[src/verilog/clock_monitor_pkg.sv]
// shared constants, types and register map for the reference clock monitor
package clock_monitor_pkg;

  // register byte addresses
  localparam logic [7:0] CTRL_ADDR   = 8'h00;
  localparam logic [7:0] STATUS_ADDR = 8'h04;

  // control register field positions
  localparam int MODE_LSB   = 0;
  localparam int POLICY_LSB = 2;
  localparam int SEL_BIT    = 4;

  // operating mode codes
  localparam logic [1:0] MODE_SYNTH = 2'h0;
  localparam logic [1:0] MODE_HBW   = 2'h1;
  localparam logic [1:0] MODE_LBW   = 2'h2;

  // reset values
  localparam logic [1:0] MODE_RESET   = 2'h2;
  localparam logic [1:0] POLICY_RESET = 2'h0;
  localparam logic       SEL_RESET    = 1'b0;

  // feedback edges without a monitored edge before an input is declared missing
  localparam logic [1:0] MISS_EDGES = 2'h3;

  // phase slope limiting: one period stretch per step time
  localparam int CLK_PERIOD_NS = 25;
  localparam int PSL_STEP_NS   = 200;
  localparam int PSL_STEP_CYC  = (PSL_STEP_NS / CLK_PERIOD_NS < 1) ? 1 : PSL_STEP_NS / CLK_PERIOD_NS;

  typedef struct packed {
    logic xtal;
    logic ref0;
    logic ref1;
    logic upper_fb;
    logic lower_fb;
  } edge_s;

  typedef struct packed {
    logic       clk_sel;
    logic [1:0] policy;
    logic [1:0] mode;
  } ctrl_s;

  typedef enum logic [3:0] {
    ST_SYNTH   = 4'b0001,
    ST_ACQUIRE = 4'b0010,
    ST_TRACK   = 4'b0100,
    ST_HOLD    = 4'b1000
  } sel_state_e;

endpackage

[src/verilog/ref_clock_monitor_switchover.sv]
// reference clock monitor, alarm generation and reference switchover with apb registers
//
// Behaviour
// - crystal missing alarm after three upper feedback edges without a crystal edge
// - crystal missing alarm clears at once on any crystal edge
// - reference 0 missing alarm after three feedback edges without a reference 0 edge
// - references compare to upper feedback in high bandwidth, lower in low bandwidth
// - reference 0 missing alarm clears once a reference 0 edge is seen
// - reference 1 missing alarm works like reference 0 on its own input
// - lock flag only after frequency lock, drops as soon as lock is lost
// - active reference output shows which input drives the output
// - holdover alarm when no valid reference is in use
// - synthesizer mode uses no reference and does no selection or switching
// - two-bit policy field picks pin manual, register manual, revertive, non-revertive
// - manual policies switch only when the user changes pin or register select
// - manual: selected input bad enters holdover or free-run with alarm
// - manual: leave holdover once the selected input is valid again
// - automatic policies take preference from register select only, pin ignored
// - automatic: unlocked start locks to preferred input, ignores the other
// - automatic locked: stay on preferred, fail over if other valid, else holdover
// - automatic recovery picks preferred when both inputs valid
// - automatic recovery takes whichever input is valid first
// - on non-preferred input: revertive returns to preferred, non-revertive stays
// - after a switch phase is realigned at fixed rate by stretching periods only
// - no phase adjustment while in holdover or free-run
// - two-bit mode field selects synthesizer, high or low bandwidth translation
`timescale 1ns/100ps

module ref_clock_monitor_switchover
#(
  parameter logic [1:0] POLICY_PIN_CODE    = 2'h0,
  parameter logic [1:0] POLICY_REG_CODE    = 2'h1,
  parameter logic [1:0] POLICY_REVERT_CODE = 2'h2,
  parameter int         PHASE_W            = 8
)
(
  input  wire logic                          pclk,
  input  wire logic                          presetn,
  input  wire logic                          psel,
  input  wire logic                          penable,
  input  wire logic                          pwrite,
  input  wire logic [7:0]                    paddr,
  input  wire logic [31:0]                   pwdata,
  output logic [31:0]                        prdata,
  output logic                               pready,
  output logic                               pslverr,
  input  wire clock_monitor_pkg::edge_s      edges,
  input  wire logic                          clk_sel_pin,
  input  wire logic                          freq_lock,
  input  wire logic [PHASE_W-1:0]            phase_diff,
  output logic                               crystal_missing_alarm,
  output logic                               ref0_missing_alarm,
  output logic                               ref1_missing_alarm,
  output logic                               pll_locked_flag,
  output logic                               active_ref,
  output logic                               holdover_alarm,
  output logic                               free_run_flag,
  output logic                               stretch_pulse
);
  import clock_monitor_pkg::*;

  ctrl_s              ctrl;
  sel_state_e         state;
  sel_state_e         next_state;
  logic [1:0]         xtal_cnt;
  logic [1:0]         ref0_cnt;
  logic [1:0]         ref1_cnt;
  logic [1:0]         next_xtal_cnt;
  logic [1:0]         next_ref0_cnt;
  logic [1:0]         next_ref1_cnt;
  logic               ref_fb;
  logic               sel_now;
  logic               next_active;
  logic               ref0_ok;
  logic               ref1_ok;
  logic               policy_manual;
  logic               policy_revert;
  logic               switch_event;
  logic [PHASE_W-1:0] phase_left;
  logic [7:0]         step_cnt;
  logic               setup;

  // count feedback edges since the last monitored edge, saturating at the limit
  function automatic logic [1:0] miss_step(input logic [1:0] cnt, input logic mon_edge, input logic fb_edge);
    if (mon_edge)
      miss_step = 2'h0;
    else if (fb_edge && cnt != MISS_EDGES)
      miss_step = cnt + 2'h1;
    else
      miss_step = cnt;
  endfunction

  // validity of the input that a select value points at
  function automatic logic ref_valid(input logic sel, input logic ok0, input logic ok1);
    ref_valid = sel ? ok1 : ok0;
  endfunction

  assign ref_fb        = (ctrl.mode == MODE_LBW) ? edges.lower_fb : edges.upper_fb;
  assign next_xtal_cnt = miss_step(xtal_cnt, edges.xtal, edges.upper_fb);
  assign next_ref0_cnt = miss_step(ref0_cnt, edges.ref0, ref_fb);
  assign next_ref1_cnt = miss_step(ref1_cnt, edges.ref1, ref_fb);
  assign ref0_ok       = (next_ref0_cnt != MISS_EDGES);
  assign ref1_ok       = (next_ref1_cnt != MISS_EDGES);
  assign policy_manual = (ctrl.policy == POLICY_PIN_CODE) || (ctrl.policy == POLICY_REG_CODE);
  assign policy_revert = (ctrl.policy == POLICY_REVERT_CODE);
  // pin used only in manual via pin; automatic takes register preference
  assign sel_now       = (ctrl.policy == POLICY_PIN_CODE) ? clk_sel_pin : ctrl.clk_sel;
  assign setup         = psel && !penable;

  // missing-edge counters
  always_ff @(posedge pclk or negedge presetn)
  begin
    if (!presetn)
    begin
      xtal_cnt <= 2'h0;
      ref0_cnt <= 2'h0;
      ref1_cnt <= 2'h0;
    end
    else
    begin
      xtal_cnt <= next_xtal_cnt;
      ref0_cnt <= next_ref0_cnt;
      ref1_cnt <= next_ref1_cnt;
    end
  end

  // alarm pins
  always_ff @(posedge pclk or negedge presetn)
  begin
    if (!presetn)
    begin
      crystal_missing_alarm <= 1'b0;
      ref0_missing_alarm    <= 1'b0;
      ref1_missing_alarm    <= 1'b0;
    end
    else
    begin
      crystal_missing_alarm <= (next_xtal_cnt == MISS_EDGES);
      ref0_missing_alarm    <= !ref0_ok;
      ref1_missing_alarm    <= !ref1_ok;
    end
  end

  // reference selection
  always_comb
  begin
    next_state  = state;
    next_active = active_ref;
    case (state)
      ST_SYNTH:
      begin
        if (ctrl.mode == MODE_HBW || ctrl.mode == MODE_LBW)
        begin
          next_state  = ST_ACQUIRE;
          next_active = sel_now;
        end
      end
      ST_ACQUIRE:
      begin
        // until locked only the selected input counts, to avoid hunting
        next_active = sel_now;
        if (policy_manual && !ref_valid(sel_now, ref0_ok, ref1_ok))
          next_state = ST_HOLD;
        else if (!policy_manual && !ref0_ok && !ref1_ok)
          next_state = ST_HOLD;
        else if (freq_lock && ref_valid(sel_now, ref0_ok, ref1_ok))
          next_state = ST_TRACK;
      end
      ST_TRACK:
      begin
        if (policy_manual)
        begin
          next_active = sel_now;
          if (!ref_valid(sel_now, ref0_ok, ref1_ok))
            next_state = ST_HOLD;
        end
        else if (!ref_valid(active_ref, ref0_ok, ref1_ok))
        begin
          if (ref_valid(!active_ref, ref0_ok, ref1_ok))
            next_active = !active_ref;
          else
            next_state = ST_HOLD;
        end
        else if (policy_revert && active_ref != sel_now && ref_valid(sel_now, ref0_ok, ref1_ok))
          next_active = sel_now;
      end
      ST_HOLD:
      begin
        if (policy_manual)
        begin
          next_active = sel_now;
          if (ref_valid(sel_now, ref0_ok, ref1_ok))
            next_state = ST_TRACK;
        end
        // automatic recovery: preference only matters when both inputs are valid
        else if (ref0_ok && ref1_ok)
        begin
          next_active = sel_now;
          next_state  = ST_TRACK;
        end
        else if (ref0_ok || ref1_ok)
        begin
          next_active = ref1_ok;
          next_state  = ST_TRACK;
        end
      end
      default:
        next_state = ST_SYNTH;
    endcase
    // synthesizer mode and the unused code stop all selection
    if (ctrl.mode != MODE_HBW && ctrl.mode != MODE_LBW)
    begin
      next_state  = ST_SYNTH;
      next_active = active_ref;
    end
  end

  // a change of input or a recovery from holdover starts a phase realignment
  assign switch_event = (next_active != active_ref) || (state == ST_HOLD && next_state == ST_TRACK);

  // selection state and active input
  always_ff @(posedge pclk or negedge presetn)
  begin
    if (!presetn)
    begin
      state      <= ST_SYNTH;
      active_ref <= SEL_RESET;
    end
    else
    begin
      state      <= next_state;
      active_ref <= next_active;
    end
  end

  // status pins
  always_ff @(posedge pclk or negedge presetn)
  begin
    if (!presetn)
    begin
      holdover_alarm  <= 1'b0;
      free_run_flag   <= 1'b0;
      pll_locked_flag <= 1'b0;
    end
    else
    begin
      holdover_alarm  <= (next_state == ST_HOLD);
      free_run_flag   <= (next_state == ST_HOLD) && (ctrl.mode == MODE_HBW);
      pll_locked_flag <= freq_lock && (next_state != ST_HOLD);
    end
  end

  // phase slope limiting: one stretched period per step until phase realigned
  always_ff @(posedge pclk or negedge presetn)
  begin
    if (!presetn)
    begin
      phase_left    <= '0;
      step_cnt      <= 8'h00;
      stretch_pulse <= 1'b0;
    end
    else
    begin
      stretch_pulse <= 1'b0;
      if (next_state == ST_HOLD || next_state == ST_SYNTH)
      begin
        // no realignment may run while no reference is in use
        phase_left <= '0;
        step_cnt   <= 8'h00;
      end
      else if (switch_event)
      begin
        phase_left <= phase_diff;
        step_cnt   <= 8'h00;
      end
      // one period stretched per step, never shortened
      else if (phase_left != '0)
      begin
        if (step_cnt == 8'(PSL_STEP_CYC - 1))
        begin
          step_cnt      <= 8'h00;
          phase_left    <= phase_left - 1'b1;
          stretch_pulse <= 1'b1;
        end
        else
          step_cnt <= step_cnt + 8'h01;
      end
    end
  end

  // control register writes
  always_ff @(posedge pclk or negedge presetn)
  begin
    if (!presetn)
    begin
      ctrl.mode    <= MODE_RESET;
      ctrl.policy  <= POLICY_RESET;
      ctrl.clk_sel <= SEL_RESET;
    end
    else if (psel && penable && pwrite && paddr == CTRL_ADDR)
    begin
      ctrl.mode    <= pwdata[MODE_LSB +: 2];
      ctrl.policy  <= pwdata[POLICY_LSB +: 2];
      ctrl.clk_sel <= pwdata[SEL_BIT];
    end
  end

  // apb answer, prepared in the setup cycle for a zero-wait access phase
  always_ff @(posedge pclk or negedge presetn)
  begin
    if (!presetn)
    begin
      prdata  <= 32'h0000_0000;
      pready  <= 1'b0;
      pslverr <= 1'b0;
    end
    else
    begin
      pready <= 1'b1;
      if (setup)
      begin
        prdata  <= 32'h0000_0000;
        pslverr <= 1'b0;
        if (paddr == CTRL_ADDR)
          prdata <= {27'h0, ctrl};
        else if (paddr == STATUS_ADDR)
        begin
          // status is read only; a write is answered with an error
          if (!pwrite)
            prdata <= {21'h0, state, free_run_flag, holdover_alarm, active_ref, pll_locked_flag,
                       ref1_missing_alarm, ref0_missing_alarm, crystal_missing_alarm};
          else
            pslverr <= 1'b1;
        end
        else
          pslverr <= 1'b1;
      end
    end
  end

endmodule

[config.mk]
export PLATFORM = sky130hd
export DESIGN_NAME = ref_clock_monitor_switchover
export DESIGN_NICKNAME = d
export VERILOG_FILES = /design/src/verilog/clock_monitor_pkg.sv /design/src/verilog/ref_clock_monitor_switchover.sv
export SDC_FILE = /design/constraint.sdc
export NUM_CORES = 1
export LEC_CHECK = 0
export BUFFER_PORTS_ARGS = -buffer_cell sky130_fd_sc_hd__buf_2
export CORE_ASPECT_RATIO = 1.1
export CORE_MARGIN = 1.5
export CORE_UTILIZATION = 55
export DETAILED_ROUTE_END_ITERATION = 10
export PLACE_DENSITY = 0.86
export SLEW_MARGIN = 0
export SYNTH_ARGS = -nofsm -noshare
export SYNTH_HDL_FRONTEND = slang
export SYNTH_SLANG_ARGS = --single-unit
[constraint.sdc]
create_clock -name pclk -period 5 [get_ports pclk]
set_clock_uncertainty 0.15 [all_clocks]
set_input_delay 0.5 -clock pclk [delete_from_list [all_inputs] [get_ports pclk]]
set_output_delay 0.5 -clock pclk [all_outputs]
set_load 0.1 [all_outputs]
==> flow_metrics.env, run 1 <==
export IMPL_netSwitchingPower_uw=446
export IMPL_vias=2507
export IMPL_tightestPinTransition_ns=0.761
export IMPL_die_h_um=80.8
export IMPL_worstRegToRegCells=11
export IMPL_cts_inserted_buffers=5
export IMPL_grt_max_degree=53
export IMPL_io_buffers=53
export IMPL_path_cells="inv_1 > ha_1 > mux2i_2 > or4b_1 > a21o_1 > or3_1 > nand4b_1 > nor2_1 > nand3b_1 > nor4_1 > a211o_1"
export IMPL_whs_ns=0.148
export IMPL_cts_hold_buf=0
export IMPL_postSynthAreaPerCell_um2=9.46
export IMPL_drcViolationCount=0
export IMPL_synth_seq_cells=52
export IMPL_cp_slowest_cell="or4b_1"
export IMPL_tritoncts="yes"
export IMPL_cp_num_cells=11
export IMPL_required_ns=5.10
export IMPL_hp_class="in2async"
export IMPL_insertion_delay_ns=0.31
export IMPL_antenna_found_initial=0
export IMPL_rsz0062_at_grt="no"
export IMPL_final_util_pct=63.4
export IMPL_cts_repair_resized=0
export IMPL_layout_setup_ws_ns=1.34
export IMPL_irDropWorstVdd_v=0.000280
export IMPL_min_period_ns=3.66
export IMPL_crit_type="reg2reg"
export IMPL_synthMuxAreaShare_pct=4.59
export IMPL_synth_edf_count=0
export IMPL_cp_arrival_ns=3.76
export IMPL_clock_path_buffers=2
export IMPL_synth_distinct_cells=60
export IMPL_nets=438
export IMPL_grt_overflow=0
export IMPL_numClockSinks=52
export IMPL_syn2layout_area_growth_pct=12.1
export IMPL_synthesis_instances=320
export IMPL_h_tree_depth=2
export IMPL_grt_pass1_wl_mm=10.6
export IMPL_synth_area_mm2=0.00303
export IMPL_setup_violations=0
export IMPL_synthSimpleGateAreaFrac_pct=21.5
export IMPL_vias_per_cell=5.62
export IMPL_static_leakage_power_uw=0.00167
export IMPL_dp_hpwl_mm=4.44
export IMPL_clk_pin_slew_worst_paths_ns=0.09
export IMPL_start_util_pct=56.5
export IMPL_async_flop_share_pct=100
export IMPL_ios=102
export IMPL_cp_top_family="simple AND/OR/NAND/NOR gates"
export IMPL_startpoint_type="flop"
export IMPL_drt_iter0_drc=133
export IMPL_ant_nets=0
export IMPL_powerDensity_mw_per_mm2=341
export IMPL_path_buf_inv=1
export IMPL_synth_top_family_by_area="simple AND/OR/NAND/NOR gates"
export IMPL_synth_main_ff_cell="dfrtp_1"
export IMPL_fmax_mhz=273
export IMPL_post_route_period_util_pct=73.2
export IMPL_status="finished, final reports clean"
export IMPL_cts_root_buf="clkbuf_8"
export IMPL_synthAdderAreaFrac_pct=3.31
export IMPL_maxCapViolCount=0
export IMPL_yosys_warnings=0
export IMPL_track_usage_pct=22.8
export IMPL_first_global_vias=2384
export IMPL_p_seq_share_pct=40.7
export IMPL_internal_power_uw=711
export IMPL_post_cts_buffers=0
export IMPL_sw_frac_of_total_pct=38.6
export IMPL_worst_setup_path_end_kind="flop"
export IMPL_combinationalPowerShare_pct=32.4
export IMPL_slew_headroom_pct=48.6
export IMPL_finalHoldViolCount=0
export IMPL_place_ws_ns=1.52
export IMPL_die_x_um=73.7
export IMPL_num_rows=28
export IMPL_gp_congestion=0.855
export IMPL_ys_seq_area_share_pct=43.1
export IMPL_synthXorXnorAreaFrac_pct=3.18
export IMPL_n_antenna_cell=0
export IMPL_crit_path_max_incr_delay_ns=0.49
export IMPL_fin_tns_setup_ns=0
export IMPL_drtPass1Iterations=5
export IMPL_path_max_fanout=11
export IMPL_core_area_mm2=0.00536
export IMPL_drv_slew=0
export IMPL_drive_gt1_share_pct=21.8
export IMPL_wl_mm=6.22
export IMPL_wl_per_cell_um=13.9
export IMPL_clkPwrFrac_pct=26.9
export IMPL_dieArea_mm2=0.00596
export IMPL_synth_compound_area_share_pct=15.7
-- power by group through the flow --
stage / logic [uW] / clock network, uW / registers [uW]
2_1_floorplan: 231 / 0 / 561
3_3_place_gp: 364 / 0 / 477
3_5_place_dp: 371 / 0 / 479
4_1_cts: 373 / 315 / 470
5_1_grt: 400 / 338 / 475
6_report: 375 / 311 / 471
-- worst paths after layout --
path | startpoint | to | slack, ns
worst min register to register | prdata[6]$_DFFE_PN0P_ | prdata[6]$_DFFE_PN0P_ | 0.31
worst max register to register | ctrl[0]$_DFFE_PN0P_ | phase_left[7]$_DFFE_PN0P_ | 1.34
worst min-delay path | presetn | step_cnt[4]$_DFFE_PN0P_ | 0.15
worst max-delay path | ctrl[0]$_DFFE_PN0P_ | phase_left[7]$_DFFE_PN0P_ | 1.34
min in group pclk | edges[4] | xtal_cnt[0]$_DFF_PN0_ | 0.22
max in group asynchronous | presetn | ref0_missing_alarm$_DFF_PN0_ | 4.13
-- Yosys cell counts, types with 4 or more instances --
library cell / number / share of area (%)
a221oi_1: 6 / 1.7
xnor2_1: 4 / 1.2
nor4_1: 6 / 1.2
nor2_1: 39 / 4.8
nand3_1: 14 / 2.3
mux2i_1: 8 / 2.6
buf_4: 21 / 5.2
ha_1: 8 / 3.3
nand2_1: 27 / 3.3
buf_2: 7 / 1.2
nand2b_1: 6 / 1.2
dfrtp_1: 50 / 41
nor2b_1: 6 / 1.2
clkbuf_1: 4 / 0.50
o21ai_0: 5 / 0.83
a21oi_1: 9 / 1.5
xor2_1: 7 / 2.0
mux2_2: 4 / 1.5
nor3_1: 8 / 1.3
o211ai_1: 4 / 0.99
inv_1: 10 / 1.2
a21o_1: 5 / 1.2
-- metrics by stage --
step | cell area (um^2) | cells | total power, uW
after floorplan | 3100 | 340 | 792
after global placement | 3270 | 438 | 840
after detailed placement | 3270 | 438 | 850
after CTS | 3400 | 446 | 1160
after global routing | 3400 | 446 | 1210
final | 3400 | 446 | 1160
-- worst reg2reg max path, stage by stage, from the launching register on --
cell and delay (ns):
dfrtp_1 0.39, inv_1 0.07, ha_1 0.23, mux2i_2 0.22, or4b_1 0.49, a21o_1 0.24
or3_1 0.43, nand4b_1 0.29, nor2_1 0.10, nand3b_1 0.43, nor4_1 0.44, a211o_1 0.15
-- logic make-up after synthesis --
kind of cell	Yosys count
AO/OA/AOI/OAI	60
XOR/XNOR	11
adder cells (fa/ha/maj)	8
buffers and inverters	44
flip-flops	52
multiplexers	13
other	2
AND/OR/NAND/NOR	130
-- metal layers --
metal	vias up	track usage (%)	share of wire, %
met5	-	0	0
met4	0	9.63	1.4
met3	10	4.96	5.4
met2	88	37.7	51
met1	1206	28.6	43
li1	1203	-	-
-- sequential cells by signal, indices dropped and copies added, names as in the netlist --
register and count:
xtal_cnt 2, holdover_alarm 1, ref0_cnt 2, prdata 11
ref1_missing_alarm 1, ctrl 5, state 4, ref1_cnt 2
pready 1, pslverr 1, free_run_flag 1, ref0_missing_alarm 1
crystal_missing_alarm 1, stretch_pulse 1, pll_locked_flag 1, phase_left 8
active_ref 1, step_cnt 8
-- layout make-up --
class / instances / area, um^2
fill: 463 / 1960
multi-input combinational: 244 / 1550
sequential: 52 / 1300
timing repair buffer: 55 / 280
clock buffer: 7 / 96.3
tap: 75 / 93.8
inverter: 12 / 45.0
clock inverter: 1 / 30.0
-- placed cells by master (no fill, tap or decap), types with 3 or more instances in the layout --
cell,Yosys,layout
a211oi_1,3,3
a21o_1,5,5
a21oi_1,9,9
a221oi_1,6,6
and3_1,3,3
buf_2,7,53
clkbuf_8,0,7
conb_1,2,22
dfrtp_1,50,50
ha_1,8,8
inv_1,10,10
mux2_2,4,4
mux2i_1,8,8
nand2_1,27,27
nand2b_1,6,6
nand3_1,14,14
nand4_1,3,3
nor2_1,39,39
nor2b_1,6,6
nor3_1,8,8
nor4_1,6,6
o211ai_1,4,4
o21ai_0,5,5
o21ai_1,3,3
o22ai_1,3,3
o2bb2ai_1,3,3
or3_1,3,3
xnor2_1,4,4
xor2_1,7,7
(Power assumes the default switching activity.)
==> inputs of run 2 (changes only) <==
CORE_UTILIZATION = 46   (was 55)
PLACE_DENSITY = 0.77   (was 0.86)
clock period = 3.2 ns   (was 5 ns; I/O delays follow)
==> flow_metrics.env, run 2 (synthesized netlist as in run 1, its figures left out) <==
export IMPL_status="finished, final reports clean"
export IMPL_clk_pin_slew_worst_paths_ns=0.09
export IMPL_final_seq_area_mm2=0.00130
export IMPL_core_area_mm2=0.00627
export IMPL_largest_reg_flops=11
export IMPL_antenna_found_initial=0
export IMPL_crit_type="reg2reg"
export IMPL_clock_path_buffers=2
export IMPL_layout_commonest_cell="buf_2"
export IMPL_maxCapViolCount=0
export IMPL_grt_pass1_wl_mm=11.1
export IMPL_die_x_um=80.4
export IMPL_slew_headroom_pct=51.5
export IMPL_wl_per_cell_um=14.1
export IMPL_nets=460
export IMPL_wl_mm=6.66
export IMPL_final_util_pct=57.2
export IMPL_worstRegToRegCells=11
export IMPL_cts_inserted_buffers=5
export IMPL_syn2layout_area_growth_pct=18.5
export IMPL_irDropWorstVdd_v=0.000358
export IMPL_crit_start="ctrl[0]$_DFFE_PN0P_"
export IMPL_track_usage_pct=20.0
export IMPL_tritoncts="yes"
export IMPL_final_area_mm2=0.00359
export IMPL_required_ns=3.28
export IMPL_min_delay_path_depth=2
export IMPL_fin_cells=472
export IMPL_drtPass1Iterations=4
export IMPL_largest_register="prdata"
export IMPL_min_to="xtal_cnt[0]$_DFF_PN0_"
export IMPL_fmax_mhz=324
export IMPL_worst_setup_path_end_kind="flop"
export IMPL_gp_congestion=0.884
export IMPL_setup_violations=0
export IMPL_die_h_um=88.1
export IMPL_startpoint_type="flop"
export IMPL_h_tree_depth=2
export IMPL_dp_cells=460
export IMPL_cts_root_buf="clkbuf_8"
export IMPL_worstHoldStart="edges[4]"
export IMPL_n_antenna_cell=0
export IMPL_hp_class="in2reg"
export IMPL_io_buffers=53
export IMPL_drv_slew=0
export IMPL_multiInputGateArea_mm2=0.00159
export IMPL_numClockSinks=52
export IMPL_reg_top3="prdata x11, phase_left x8, step_cnt x8"
export IMPL_cp_arrival_ns=3.17
export IMPL_ios=102
export IMPL_grt_overflow=0
export IMPL_crit_reg2reg_capture="phase_left[0]$_DFFE_PN0P_"
export IMPL_vias_per_cell=5.39
export IMPL_first_global_vias=2488
export IMPL_placed_cell_area_mm2=0.00343
export IMPL_p_total_uw=1720
export IMPL_start_util_pct=48.3
export IMPL_dp_hpwl_mm=4.83
export IMPL_rsz0062_at_grt="yes"
export IMPL_powerDensity_mw_per_mm2=480
export IMPL_num_rows=30
export IMPL_fill_cells=558
export IMPL_static_leakage_power_uw=0.00176
export IMPL_r2r_start="ctrl[0]$_DFFE_PN0P_"
export IMPL_tightestPinTransition_ns=0.726
export IMPL_r2r_slack_ns=0.11
export IMPL_drt_iter0_drc=134
export IMPL_grt_max_degree=26
export IMPL_drcViolationCount=0
export IMPL_min_period_ns=3.09
export IMPL_final_cell_mix="buf_2 (53), dfrtp_1 (50), nor2_1 (38)"
export IMPL_path_max_fanout=6
export IMPL_fin_tns_setup_ns=0
export IMPL_drive_gt1_share_pct=26.5
export IMPL_insertion_delay_ns=0.30
export IMPL_dieArea_mm2=0.00708
export IMPL_finalHoldViolCount=0
export IMPL_post_route_period_util_pct=96.5
export IMPL_vias=2542
export IMPL_ant_nets=0
run 2: what timing repair did:
| item | 4_1_cts | 5_1_grt |
|---|---|---|
| gates resized for setup | 1 | 7 |
| buffers inserted | 3 | 1 |
| cloned | 0 | 0 |
| hold buffers | 1 | 0 |
| endpoints found under the hold margin | 22 | 0 |
| pin swaps | 0 | 3 |
| setup endpoints to repair | 3 | 16 |
run 2: cell type report:
cell class | count | share of cell area (%)
Inverter | 12 | 1.26
Clock inverter | 1 | 0.139
Timing Repair Buffer | 77 | 13.3
Tap cell | 80 | 2.79
Sequential cell | 52 | 36.3
Multi-Input combinational cell | 244 | 44.2
Clock buffer | 6 | 2.02
run 2: through the flow:
stage / setup slack, ns / hold slack [ns]
after floorplan: 0.152 / -0.126
after global placement: 0.0716 / 0.179
after detailed placement: 0.0273 / 0.193
after CTS: 0.0278 / 0.0362
after global routing: 0.00464 / 0.0357
final: 0.111 / 0.0393
run 2: critical path: stages, from the launching register on:
cell and delay [ns]:
dfrtp_1 0.38, inv_1 0.09, ha_4 0.18, mux2i_4 0.20, or4b_1 0.48, a21o_1 0.23
or3_4 0.41, nand4b_1 0.14, buf_4 0.15, o22ai_4 0.10, a2111oi_2 0.36, o21bai_1 0.15
run 2: worst max path at each step:
stage                                           end  slack [ns]
after floorplan           phase_left[7]$_DFFE_PN0P_        0.15
after global placement    phase_left[7]$_DFFE_PN0P_        0.07
after detailed placement  phase_left[7]$_DFFE_PN0P_        0.03
after CTS                 phase_left[0]$_DFFE_PN0P_        0.03
after global routing        stretch_pulse$_DFF_PN0_       0.005
final                     phase_left[0]$_DFFE_PN0P_        0.11
run 2: report_power, final:
group | total, uW | internal [uW] | switching, uW | leakage (uW)
combinational | 630 | 178 | 453 | 0.00103
clock | 356 | 149 | 207 | 0.0000410
sequential | 736 | 693 | 42.2 | 0.000689
run 2: layer usage:
layer  vias to the layer above  GRT usage, %  part of all wire [%]
li1                       1243             -                     -
met1                      1229          23.8                    45
met2                        57          35.4                    49
met3                        13          4.48                   3.8
met4                         0          7.05                   2.1
met5                         -             0                     0
